## src/uart_pkg.sv

```systemverilog
`default_nettype none
package uart_pkg;

  // ==========================================================
  // Register map
  localparam int          ADDR_W        = 16;
  localparam logic [15:0] MODE_ADDR     = 16'hFF70;
  localparam logic [15:0] STATUS_ADDR   = 16'hFF71;
  localparam logic [15:0] SYNC_ADDR     = 16'hFF72;
  localparam logic [15:0] BAUD_ADDR     = 16'hFF73;
  localparam logic [15:0] ROUTE_ADDR    = 16'hFF75;
  localparam logic [15:0] DATA_ADDR     = 16'hFF76;
  localparam logic [15:0] LINE_ADDR     = 16'hFF77;

  // ==========================================================
  // Reset values and writable masks
  localparam logic [7:0]  MODE_RST      = 8'h00;
  localparam logic [7:0]  STATUS_RST    = 8'h00;
  localparam logic [7:0]  SYNC_RST      = 8'h00;
  localparam logic [7:0]  BAUD_RST      = 8'h00;
  localparam logic [7:0]  ROUTE_RST     = 8'h00;
  localparam logic [7:0]  SYNC_WR_MASK  = 8'h86;
  localparam logic [7:0]  ROUTE_WR_MASK = 8'h30;

  // ==========================================================
  // Field positions
  localparam int MODE_TXEN    = 7;
  localparam int MODE_RXEN    = 6;
  localparam int MODE_PAR_HI  = 5;
  localparam int MODE_PAR_LO  = 4;
  localparam int MODE_CLEN    = 3;
  localparam int MODE_STOP    = 2;
  localparam int MODE_ERRMASK = 1;
  localparam int MODE_CLKSRC  = 0;
  localparam int STAT_PARITY  = 2;
  localparam int STAT_FRAMING = 1;
  localparam int STAT_LOST    = 0;
  localparam int ROUTE_IN     = 4;
  localparam int ROUTE_OUT    = 5;
  localparam int BAUD_TPS_LSB = 4;
  localparam int BAUD_K_LSB   = 0;

  // ==========================================================
  // Parity selector encodings
  localparam logic [1:0] PAR_NONE = 2'h0;
  localparam logic [1:0] PAR_ZERO = 2'h1;
  localparam logic [1:0] PAR_ODD  = 2'h2;
  localparam logic [1:0] PAR_EVEN = 2'h3;

  // ==========================================================
  // Baud divider: fixed 16 plus k source ticks per half bit
  localparam logic [4:0] HALF_BASE   = 5'h0F;
  localparam logic [3:0] TPS_N_MAX   = 4'hB;
  localparam logic [3:0] TPS_N_OFFS  = 4'h4;
  localparam logic [3:0] TPS_LO_CODE = 4'h5;
  localparam logic [3:0] TPS_HI_CODE = 4'hE;
  localparam int         PRESC_W     = 11;

  typedef enum logic [2:0] {TX_IDLE, TX_ARMED, TX_START, TX_DATA, TX_PARITY,
                            TX_STOP} txState_t;
  typedef enum logic [2:0] {RX_IDLE, RX_START, RX_DATA, RX_PARITY,
                            RX_STOP} rxState_t;

  // Parity bit that goes with a character under the given selector
  function automatic logic parityOf(input logic [7:0] d, input logic len8,
                                    input logic [1:0] sel);
    logic ones;
    ones = ^(len8 ? d : {1'b0, d[6:0]});
    case (sel)
      PAR_ODD:  parityOf = ~ones;
      PAR_EVEN: parityOf = ones;
      default:  parityOf = 1'b0;
    endcase
  endfunction

endpackage
`default_nettype wire

```

## src/uart_mode_control_status.sv

```systemverilog
// Function
// - Each frame starts with a start bit; transmit and receive run independently.
// - Two selectable pin pairs; only one input and one output active.
// - Mode bit 7 enables the transmitter; zero halts it.
// - Mode bit 6 enables the receiver; zero halts it.
// - Mode bits 5:4: none, forced zero unchecked, odd, even parity.
// - Mode bit 3 picks seven or eight data bits.
// - Mode bit 2 picks one or two transmitted stop bits.
// - Receiver checks only one stop bit regardless of setting.
// - Mode bit 1 set suppresses receive-complete pulse on errored frames.
// - Mode bit 0 picks external pin clock or internal generator.
// - Internal generator selected frees the external clock pin.
// - Status register is read-only, bits 7 to 3 read zero.
// - Status bit 2 flags received parity mismatch.
// - Status bit 1 flags missing stop bit.
// - Status bit 0 flags frame completed before buffer was read.
// - Overrun keeps flagging on each frame until buffer is read.
// - Reset clears mode register to zero.
// - Internal generator can reach 31.25 kbps.
// - Internal rate is system clock over 2^n times k plus 16.
// - External rate is pin frequency over 2 times k plus 16.
// - Pin-route field picks input and output pins independently.
//
// Implementation choice: the address-and-strobe port.
`timescale 1ns/1ps
`default_nettype none
module uart_mode_control_status
  import uart_pkg::*;
(
  input  wire logic              clk_sys,
  input  wire logic              rst,
  input  wire logic              ce,
  input  wire logic [ADDR_W-1:0] addr,
  input  wire logic [7:0]        wdata,
  input  wire logic              wrStb,
  input  wire logic              rdStb,
  output var  logic [7:0]        rdata,
  input  wire logic              rxdPinA,
  input  wire logic              rxdPinB,
  input  wire logic              extBaudClkPin,
  output var  logic              txdPinA,
  output var  logic              txdPinB,
  output var  logic              txdOeA,
  output var  logic              txdOeB,
  output var  logic              extBaudPinFree,
  output var  logic              rxDoneIrq,
  output var  logic              txDoneIrq
);

  // ==========================================================
  // Registers and state
  logic [7:0] modeReg_r;
  logic [7:0] statusReg_r;
  logic [7:0] syncModeReg_r;
  logic [7:0] baudDivReg_r;
  logic [7:0] pinRouteReg_r;
  logic [7:0] rxBuf_r;
  logic       rxFull_r;
  logic       rxA1_r, rxA2_r, rxB1_r, rxB2_r, ext1_r, ext2_r;
  logic       rxLine_r, rxPrev_r;
  logic       srcTick, halfTick;
  txState_t   txState_r;
  logic [7:0] txShift_r;
  logic [2:0] txBitIdx_r;
  logic       txHalf_r, txStop2_r, txParBit_r, txLine_r;
  rxState_t   rxState_r;
  logic [7:0] rxShift_r;
  logic [2:0] rxBitIdx_r;
  logic [4:0] rxHalfCnt_r;
  logic       rxWait_r, rxParBit_r;

  logic       txEnable, rxEnable, charLen8, stopTwo, errMask, clkInternal;
  logic [1:0] parSel;
  logic [2:0] lastBit;
  logic       wrData, rdData, rdStatus;
  logic       rxHalfEvt, sampleNow, rxDoneEvt, peNow, feNow;

  always_comb begin
    txEnable    = modeReg_r[MODE_TXEN];
    rxEnable    = modeReg_r[MODE_RXEN];
    parSel      = modeReg_r[MODE_PAR_HI:MODE_PAR_LO];
    charLen8    = modeReg_r[MODE_CLEN];
    stopTwo     = modeReg_r[MODE_STOP];
    errMask     = modeReg_r[MODE_ERRMASK];
    clkInternal = modeReg_r[MODE_CLKSRC];
    lastBit     = charLen8 ? 3'h7 : 3'h6;
    wrData      = wrStb && addr == DATA_ADDR;
    rdData      = rdStb && addr == DATA_ADDR;
    rdStatus    = rdStb && addr == STATUS_ADDR;
  end

  // ==========================================================
  // Register writes; software keeps both paths halted while changing modes
  always_ff @(posedge clk_sys) begin
    if (rst) begin
      modeReg_r     <= MODE_RST;
      syncModeReg_r <= SYNC_RST;
      baudDivReg_r  <= BAUD_RST;
      pinRouteReg_r <= ROUTE_RST;
    end else if (ce && wrStb) begin
      if (addr == MODE_ADDR) begin
        modeReg_r <= wdata;
      end else if (addr == SYNC_ADDR) begin
        syncModeReg_r <= wdata & SYNC_WR_MASK;
      end else if (addr == BAUD_ADDR) begin
        baudDivReg_r <= wdata;
      end else if (addr == ROUTE_ADDR) begin
        pinRouteReg_r <= wdata & ROUTE_WR_MASK;
      end
    end
  end

  // ==========================================================
  // Register reads: data stands one cycle, zero otherwise
  always_ff @(posedge clk_sys) begin
    if (rst) begin
      rdata <= 8'h00;
    end else if (ce) begin
      rdata <= 8'h00;
      if (rdStb) begin
        if (addr == MODE_ADDR) begin
          rdata <= modeReg_r;
        end else if (addr == STATUS_ADDR) begin
          rdata <= {5'h00, statusReg_r[2:0]};
        end else if (addr == SYNC_ADDR) begin
          rdata <= syncModeReg_r;
        end else if (addr == BAUD_ADDR) begin
          rdata <= baudDivReg_r;
        end else if (addr == ROUTE_ADDR) begin
          rdata <= pinRouteReg_r;
        end else if (addr == DATA_ADDR) begin
          rdata <= rxBuf_r;
        end else if (addr == LINE_ADDR) begin
          rdata <= {6'h00, txState_r != TX_IDLE, rxFull_r};
        end
      end
    end
  end

  // ==========================================================
  // Pin synchronisers and input pin routing
  always_ff @(posedge clk_sys) begin
    if (rst) begin
      rxA1_r   <= 1'b1;
      rxA2_r   <= 1'b1;
      rxB1_r   <= 1'b1;
      rxB2_r   <= 1'b1;
      ext1_r   <= 1'b0;
      ext2_r   <= 1'b0;
      rxLine_r <= 1'b1;
      rxPrev_r <= 1'b1;
    end else if (ce) begin
      rxA1_r   <= rxdPinA;
      rxA2_r   <= rxA1_r;
      rxB1_r   <= rxdPinB;
      rxB2_r   <= rxB1_r;
      ext1_r   <= extBaudClkPin;
      ext2_r   <= ext1_r;
      rxLine_r <= pinRouteReg_r[ROUTE_IN] ? rxB2_r : rxA2_r;
      rxPrev_r <= rxLine_r;
    end
  end

  uart_baud_gen u_baud (
    .clk_sys     (clk_sys),
    .rst         (rst),
    .ce          (ce),
    .extClkSync  (ext2_r),
    .useInternal (clkInternal),
    .tpsCode     (baudDivReg_r[BAUD_TPS_LSB +: 4]),
    .divK        (baudDivReg_r[BAUD_K_LSB +: 4]),
    .srcTick     (srcTick),
    .halfTick    (halfTick)
  );

  // ==========================================================
  // Transmitter: a bit lasts two half ticks; waits for a tick first
  // so the start bit is never shortened
  always_ff @(posedge clk_sys) begin
    if (rst) begin
      txState_r  <= TX_IDLE;
      txShift_r  <= 8'h00;
      txBitIdx_r <= 3'h0;
      txHalf_r   <= 1'b0;
      txStop2_r  <= 1'b0;
      txParBit_r <= 1'b0;
      txLine_r   <= 1'b1;
      txDoneIrq  <= 1'b0;
    end else if (ce) begin
      txDoneIrq <= 1'b0;
      if (!txEnable) begin
        txState_r <= TX_IDLE;
        txLine_r  <= 1'b1;
      end else begin
        case (txState_r)
          TX_IDLE: begin
            txLine_r <= 1'b1;
            if (wrData) begin
              txShift_r  <= charLen8 ? wdata : {1'b0, wdata[6:0]};
              txParBit_r <= parityOf(wdata, charLen8, parSel);
              txState_r  <= TX_ARMED;
            end
          end
          TX_ARMED: begin
            if (halfTick) begin
              txLine_r   <= 1'b0;
              txHalf_r   <= 1'b0;
              txBitIdx_r <= 3'h0;
              txState_r  <= TX_START;
            end
          end
          default: begin
            if (halfTick) begin
              txHalf_r <= !txHalf_r;
              if (txHalf_r) begin
                case (txState_r)
                  TX_START: begin
                    txLine_r  <= txShift_r[0];
                    txState_r <= TX_DATA;
                  end
                  TX_DATA: begin
                    if (txBitIdx_r == lastBit) begin
                      txLine_r  <= (parSel == PAR_NONE) ? 1'b1 : txParBit_r;
                      txState_r <= (parSel == PAR_NONE) ? TX_STOP : TX_PARITY;
                      txStop2_r <= stopTwo;
                    end else begin
                      txBitIdx_r <= txBitIdx_r + 3'h1;
                      txLine_r   <= txShift_r[txBitIdx_r + 3'h1];
                    end
                  end
                  TX_PARITY: begin
                    txLine_r  <= 1'b1;
                    txState_r <= TX_STOP;
                  end
                  default: begin
                    if (txStop2_r) begin
                      txStop2_r <= 1'b0;
                    end else begin
                      txState_r <= TX_IDLE;
                      txDoneIrq <= 1'b1;
                    end
                  end
                endcase
              end
            end
          end
        endcase
      end
    end
  end

  // Only the routed output pin is driven, and only while enabled
  always_ff @(posedge clk_sys) begin
    if (rst) begin
      txdPinA        <= 1'b1;
      txdPinB        <= 1'b1;
      txdOeA         <= 1'b0;
      txdOeB         <= 1'b0;
      extBaudPinFree <= 1'b0;
    end else if (ce) begin
      txdPinA        <= pinRouteReg_r[ROUTE_OUT] ? 1'b1 : txLine_r;
      txdPinB        <= pinRouteReg_r[ROUTE_OUT] ? txLine_r : 1'b1;
      txdOeA         <= txEnable && !pinRouteReg_r[ROUTE_OUT];
      txdOeB         <= txEnable && pinRouteReg_r[ROUTE_OUT];
      extBaudPinFree <= clkInternal;
    end
  end

  // ==========================================================
  // Receiver: own half-bit counter restarts on the start edge,
  // so sampling lands mid-bit whatever the transmit phase
  always_comb begin
    rxHalfEvt = srcTick && (rxHalfCnt_r >= 5'(baudDivReg_r[BAUD_K_LSB +: 4]) + HALF_BASE);
    sampleNow = rxHalfEvt && !rxWait_r && rxState_r != RX_IDLE;
    rxDoneEvt = sampleNow && rxState_r == RX_STOP && rxEnable;
    feNow     = !rxLine_r;
    peNow     = (parSel == PAR_ODD || parSel == PAR_EVEN) &&
                (rxParBit_r != parityOf(rxShift_r, charLen8, parSel));
  end

  always_ff @(posedge clk_sys) begin
    if (rst) begin
      rxState_r   <= RX_IDLE;
      rxShift_r   <= 8'h00;
      rxBitIdx_r  <= 3'h0;
      rxHalfCnt_r <= 5'h00;
      rxWait_r    <= 1'b0;
      rxParBit_r  <= 1'b0;
    end else if (ce) begin
      if (srcTick) begin
        rxHalfCnt_r <= rxHalfEvt ? 5'h00 : rxHalfCnt_r + 5'h01;
      end
      if (rxHalfEvt) begin
        rxWait_r <= !rxWait_r;
      end
      if (!rxEnable) begin
        rxState_r <= RX_IDLE;
      end else if (rxState_r == RX_IDLE) begin
        if (rxPrev_r && !rxLine_r) begin
          rxState_r   <= RX_START;
          rxHalfCnt_r <= 5'h00;
          rxWait_r    <= 1'b0;
          rxShift_r   <= 8'h00;
          rxBitIdx_r  <= 3'h0;
        end
      end else if (sampleNow) begin
        case (rxState_r)
          RX_START: begin
            rxState_r <= rxLine_r ? RX_IDLE : RX_DATA;
          end
          RX_DATA: begin
            rxShift_r[rxBitIdx_r] <= rxLine_r;
            rxBitIdx_r <= rxBitIdx_r + 3'h1;
            if (rxBitIdx_r == lastBit) begin
              rxState_r <= (parSel == PAR_NONE) ? RX_STOP : RX_PARITY;
            end
          end
          RX_PARITY: begin
            rxParBit_r <= rxLine_r;
            rxState_r  <= RX_STOP;
          end
          default: begin
            rxState_r <= RX_IDLE;
          end
        endcase
      end
    end
  end

  // ==========================================================
  // Completion: buffer, status and receive-complete pulse.
  // A frame completing in the cycle of a buffer read keeps it full.
  always_ff @(posedge clk_sys) begin
    if (rst) begin
      rxBuf_r     <= 8'h00;
      rxFull_r    <= 1'b0;
      statusReg_r <= STATUS_RST;
      rxDoneIrq   <= 1'b0;
    end else if (ce) begin
      rxDoneIrq <= 1'b0;
      if (rxDoneEvt) begin
        rxBuf_r                   <= rxShift_r;
        rxFull_r                  <= 1'b1;
        statusReg_r[STAT_PARITY]  <= peNow;
        statusReg_r[STAT_FRAMING] <= feNow;
        statusReg_r[STAT_LOST]    <= rxFull_r;
        rxDoneIrq <= !(errMask && (peNow || feNow || rxFull_r));
      end else if (rdData) begin
        rxFull_r <= 1'b0;
      end
    end
  end
endmodule
`default_nettype wire

```

## src/uart_baud_gen.sv

```systemverilog
`timescale 1ns/1ps
`default_nettype none
module uart_baud_gen
  import uart_pkg::*;
(
  input  wire logic       clk_sys,
  input  wire logic       rst,
  input  wire logic       ce,
  input  wire logic       extClkSync,
  input  wire logic       useInternal,
  input  wire logic [3:0] tpsCode,
  input  wire logic [3:0] divK,
  output var  logic       srcTick,
  output var  logic       halfTick
);

  logic [PRESC_W-1:0] prescCnt_r;
  logic               extPrev_r;
  logic [4:0]         divCnt_r;
  logic [3:0]         nVal;
  logic [PRESC_W-1:0] prescLast;
  logic               srcNow;

  // ==========================================================
  // Source clock: system clock over 2^(n-1), or external edges
  always_comb begin
    if (tpsCode >= TPS_LO_CODE && tpsCode <= TPS_HI_CODE) begin
      nVal = tpsCode - TPS_N_OFFS;
    end else begin
      nVal = TPS_N_MAX;
    end
    prescLast = PRESC_W'((12'h001 << (nVal - 4'h1)) - 12'h001);
    srcNow    = useInternal ? (prescCnt_r == prescLast) : (extClkSync && !extPrev_r);
  end

  always_ff @(posedge clk_sys) begin
    if (rst) begin
      prescCnt_r <= '0;
      extPrev_r  <= 1'b0;
    end else if (ce) begin
      extPrev_r  <= extClkSync;
      prescCnt_r <= (!useInternal || prescCnt_r >= prescLast) ? '0 : prescCnt_r + 1'b1;
    end
  end

  // ==========================================================
  // Half-bit tick every 16+k source ticks; two make one bit
  always_ff @(posedge clk_sys) begin
    if (rst) begin
      divCnt_r <= '0;
      srcTick  <= 1'b0;
      halfTick <= 1'b0;
    end else if (ce) begin
      srcTick  <= srcNow;
      halfTick <= 1'b0;
      if (srcNow) begin
        if (divCnt_r >= 5'(divK) + HALF_BASE) begin
          divCnt_r <= '0;
          halfTick <= 1'b1;
        end else begin
          divCnt_r <= divCnt_r + 5'h01;
        end
      end
    end
  end

endmodule
`default_nettype wire

```

## config.mk

```make
export PLATFORM = sky130hd
export DESIGN_NAME = uart_mode_control_status
export DESIGN_NICKNAME = d
export VERILOG_FILES = /design/src/uart_pkg.sv /design/src/uart_mode_control_status.sv /design/src/uart_baud_gen.sv
export SDC_FILE = /design/constraint.sdc
export NUM_CORES = 1
export LEC_CHECK = 0
export ABC_AREA = 1
export BUFFER_PORTS_ARGS = -buffer_cell sky130_fd_sc_hd__buf_2
export CORE_UTILIZATION = 55
export DETAILED_ROUTE_END_ITERATION = 8
export GPL_ROUTABILITY_DRIVEN = 1
export HOLD_SLACK_MARGIN = 0.08
export PLACE_DENSITY_LB_ADDON = 0.08
export SYNTH_ARGS = -nofsm -noshare
export SYNTH_HDL_FRONTEND = slang
export SYNTH_SLANG_ARGS = --single-unit
```

## constraint.sdc

```tcl
create_clock -name clk_sys -period 3.2 [get_ports clk_sys]
set_input_delay 0.16 -clock clk_sys [delete_from_list [all_inputs] [get_ports clk_sys]]
set_output_delay 0.16 -clock clk_sys [all_outputs]
set_load 0.02 [all_outputs]
```

==> flow_metrics.py <==
metrics = {
    "status": {
        "status": "complete, but fails checks",
        "failed_checks": "setup timing",
    },
    "global_route": {
        "grt_max_degree": 66,
        "grt_usage_pct": 27.9,
        "grt_pass1_vias": 5607,
        "antenna_found_initial": 0,
        "grt_overflow_total": 0,
        "grt_first_pass_wirelength_um": 27100,
    },
    "floorplan": {
        "start_util_pct": 56.7,
        "num_io_pins": 47,
        "die_x_um": 111,
        "rows": 39,
        "dieArea_um2": 12300,
        "die_y_um": 111,
        "core_area_um2": 11500,
    },
    "layout": {
        "layout-drive-gt1-share_pct": 22.2,
        "layout_commonest_cell": "nand2_1",
        "antenna_cells": 0,
        "syn2layout_area_growth_pct": 24.6,
        "nets": 1081,
        "layout_common_cells": "168 x nand2_1, 112 x dfxtp_1, 100 x a21oi_1, 98 x inv_1, 73 x nor2_1",
    },
    "critical_path": {
        "required_ns": 3.56,
        "worstPathArrival_ns": 3.63,
        "r2r-end": "u_baud.prescCnt_r[4]$_SDFFE_PP0P_",
        "r2r_slack_ns": -0.07,
        "cp-end-kind": "register",
        "start_kind": "register",
        "critPathMaxFanout": 5,
        "rr_startpoint": "baudDivReg_r[6]$_SDFFE_PP0P_",
        "crit_type": "reg2reg",
        "crit_slowest_cell": "dfxtp_4",
        "worstRegToRegCells": 26,
        "crit_top_cell": "nand2_4",
        "crit_path_max_incr_delay_ns": 0.39,
    },
    "route": {
        "wl_per_cell_um": 14.5,
        "first_iter_violations": 467,
        "viasPerCell": 5.38,
        "drtPass1Iterations": 5,
        "vias": 6310,
        "ant_nets": 0,
        "route.detailed.drc": 0,
        "routed_wl_um": 17000,
    },
    "placement": {
        "globalplace.congestion": 0.888,
        "dp.final_hpwl_um": 11900,
        "pre_cts_slack_ns": -0.0730,
        "io_buffers": 46,
    },
    "timing": {
        "min_period_ns": 3.27,
        "report.final.hold_viol_count": 0,
        "drv_slew": 0,
        "fin_skew_ns": 0.00803,
        "tightest_slew_ns": 0.839,
        "setup_ws_ns": -0.0664,
        "setup_viol": 12,
        "relSlewSlack_pct": 43.8,
        "hold_ws_ns": 0.102,
        "period_share_pct": 102,
        "fmaxAchievable_mhz": 306,
        "rsz0062_at_grt": "true",
    },
    "clock_network": {
        "cts_tree": "done",
        "clkLatencyLatePin_ns": 0.42,
        "clockRootBuffer": "clkbuf_16",
        "cts_max_level": 4,
        "cts_buffers": 17,
        "cts.clk_slew.worst_paths_ns": 0.05,
        "cts.sinks": 114,
        "clockBufferDepth": 2,
    },
    "worst_hold_path": {
        "min_delay_path_depth": 3,
        "hp-class": "in2reg",
        "min_from": "wdata[3]",
        "hold_end": "baudDivReg_r[3]$_SDFFE_PP0P_",
    },
    "yosys": {
        "synth_area_um2": 6500,
        "synth_top_area_share_pct": 35.1,
        "synth.distinct_cells": 49,
        "synth_nets": 993,
        "synthTopCellsByArea": "dfxtp_1 35%, nand2_1 11%, a21oi_1 8.0%",
        "yosysWarnings": 0,
        "synth-async-reset-ratio_pct": 0,
        "ys_seq_area_share_pct": 35.1,
        "ys_ff_latch": 114,
        "synth_edf_count": 0,
        "synth_ff_type": "dfxtp_1",
        "syn_avg_cell_area_um2": 7.00,
        "syn_inst": 929,
        "synth.largest_area_cell": "dfxtp_1",
    },
    "run": {
        "drv_cap": 0,
    },
    "pwr": {
        "ir_drop_mv": 0.452,
        "powerDensity_nw_per_um2": 415,
        "p_total_w": 0.00336,
        "p_leak_nw": 3.46,
    },
}
[flip-flops by register name (all words and copies together), names as in the netlist, 3 cells and up]
register	cells
baudDivReg_r	8
rxBuf_r	8
rxShift_r	8
rxState_r	3
rdata	8
modeReg_r	8
statusReg_r	3
txBitIdx_r	3
u_baud.prescCnt_r	11
rxBitIdx_r	3
syncModeReg_r	3
u_baud.divCnt_r	5
txShift_r	8
rxHalfCnt_r	5
txState_r	3
[critical path: cells and delay by family (launching register included)]
kind	cells	cell delay, ns
buffers and inverters	5	0.41
AO/OA/AOI/OAI	4	0.48
adder cells (fa/ha/maj)	3	0.60
flip-flops	1	0.39
AND/OR/NAND/NOR	14	1.32
[layout make-up]
cell class | count | area [um2]
Clock buffer | 22 | 464
Clock inverter | 10 | 61.3
Fill cell | 999 | 3370
Inverter | 115 | 442
Multi-Input combinational cell | 675 | 4010
Sequential cell | 114 | 2290
Tap cell | 143 | 179
Timing Repair Buffer | 94 | 656
[kinds of logic after synthesis]
kind of cell / Yosys count / synth area share [%]
AND/OR/NAND/NOR: 400 / 28.2
AO/OA/AOI/OAI: 206 / 17.0
buffers and inverters: 140 / 8.56
flip-flops: 114 / 35.1
XOR/XNOR: 37 / 4.98
adder cells (fa/ha/maj): 32 / 6.16
[synth_stat cells (2+ instances only)]
master       n
o21bai_1     3
xor2_1      21
nand2_1    187
a21oi_1    104
o21ai_1      2
or2_2        3
ha_1        32
nand4_1     15
o2111ai_1    3
nor2_1      88
nand3_1     56
nor2_2      12
a22oi_1      3
dfxtp_1    114
buf_2        3
nand2_2      8
o21ai_0     75
o21a_1       2
clkbuf_1    16
nor3_1      10
nor3_2       3
nand2_4      2
o22ai_1      3
nor3_4       3
nor4_2       2
o211ai_1     3
buf_1        2
nand3b_1     3
buf_6        3
xnor2_1     16
inv_1      108
inv_2        5
nor2_4       3
[per-stage QoR]
stage	area, um2	utilization, %	TNS, ns	std cells
6_report	8100	70.6	-0.588	1173
2_1_floorplan	6500	-	0	929
5_1_grt	8100	70.6	-3.34	1173
3_5_place_dp	7000	61.0	-0.591	1119
3_3_place_gp	7000	61.0	0	1119
4_1_cts	7810	68.1	-0.00204	1170
[worst max-delay path by stage]
stage / start / to / slack, ns / cells after the start
after global placement: baudDivReg_r[6]$_SDFFE_PP0P_ / u_baud.divCnt_r[4]$_SDFFE_PP0P_ / 0.03 / 24
after CTS: baudDivReg_r[7]$_SDFFE_PP0P_ / u_baud.prescCnt_r[4]$_SDFFE_PP0P_ / -0.002 / 26
final: baudDivReg_r[6]$_SDFFE_PP0P_ / u_baud.prescCnt_r[4]$_SDFFE_PP0P_ / -0.07 / 26
after global routing: baudDivReg_r[6]$_SDFFE_PP0P_ / u_baud.divCnt_r[3]$_SDFFE_PP0P_ / -0.23 / 24
after floorplan: baudDivReg_r[6]$_SDFFE_PP0P_ / u_baud.divCnt_r[3]$_SDFFE_PP0P_ / 0.15 / 23
after detailed placement: baudDivReg_r[6]$_SDFFE_PP0P_ / u_baud.prescCnt_r[9]$_SDFFE_PP0P_ / -0.07 / 25
[routing by layer]
metal / vias up / global-route usage, % / share of wire, %
met5: - / 0 / 0
met4: 0 / 8.53 / 1.9
met3: 25 / 7.16 / 4.9
met2: 151 / 44.1 / 45
met1: 2891 / 37.4 / 48
li1: 3243 / - / -
[repair_timing]
item | CTS | global route
pin swaps | 18 | 25
buffers inserted | 8 | 3
endpoints found under the setup margin | 16 | 30
gates resized for setup | 27 | 71
hold buffers | 10 | 0
gates cloned | 1 | 0
hold endpoints to repair | 20 | 0
[where the power goes]
group | switching [W] | internal [W] | leakage [nW]
logic | 0.000148 | 0.0000797 | 2.28
registers | 0.0000153 | 0.00144 | 0.924
clock network | 0.000660 | 0.00102 | 0.255
total | 0.000823 | 0.00253 | 3.46
Note: power is estimated with default switching activity, not from simulation.
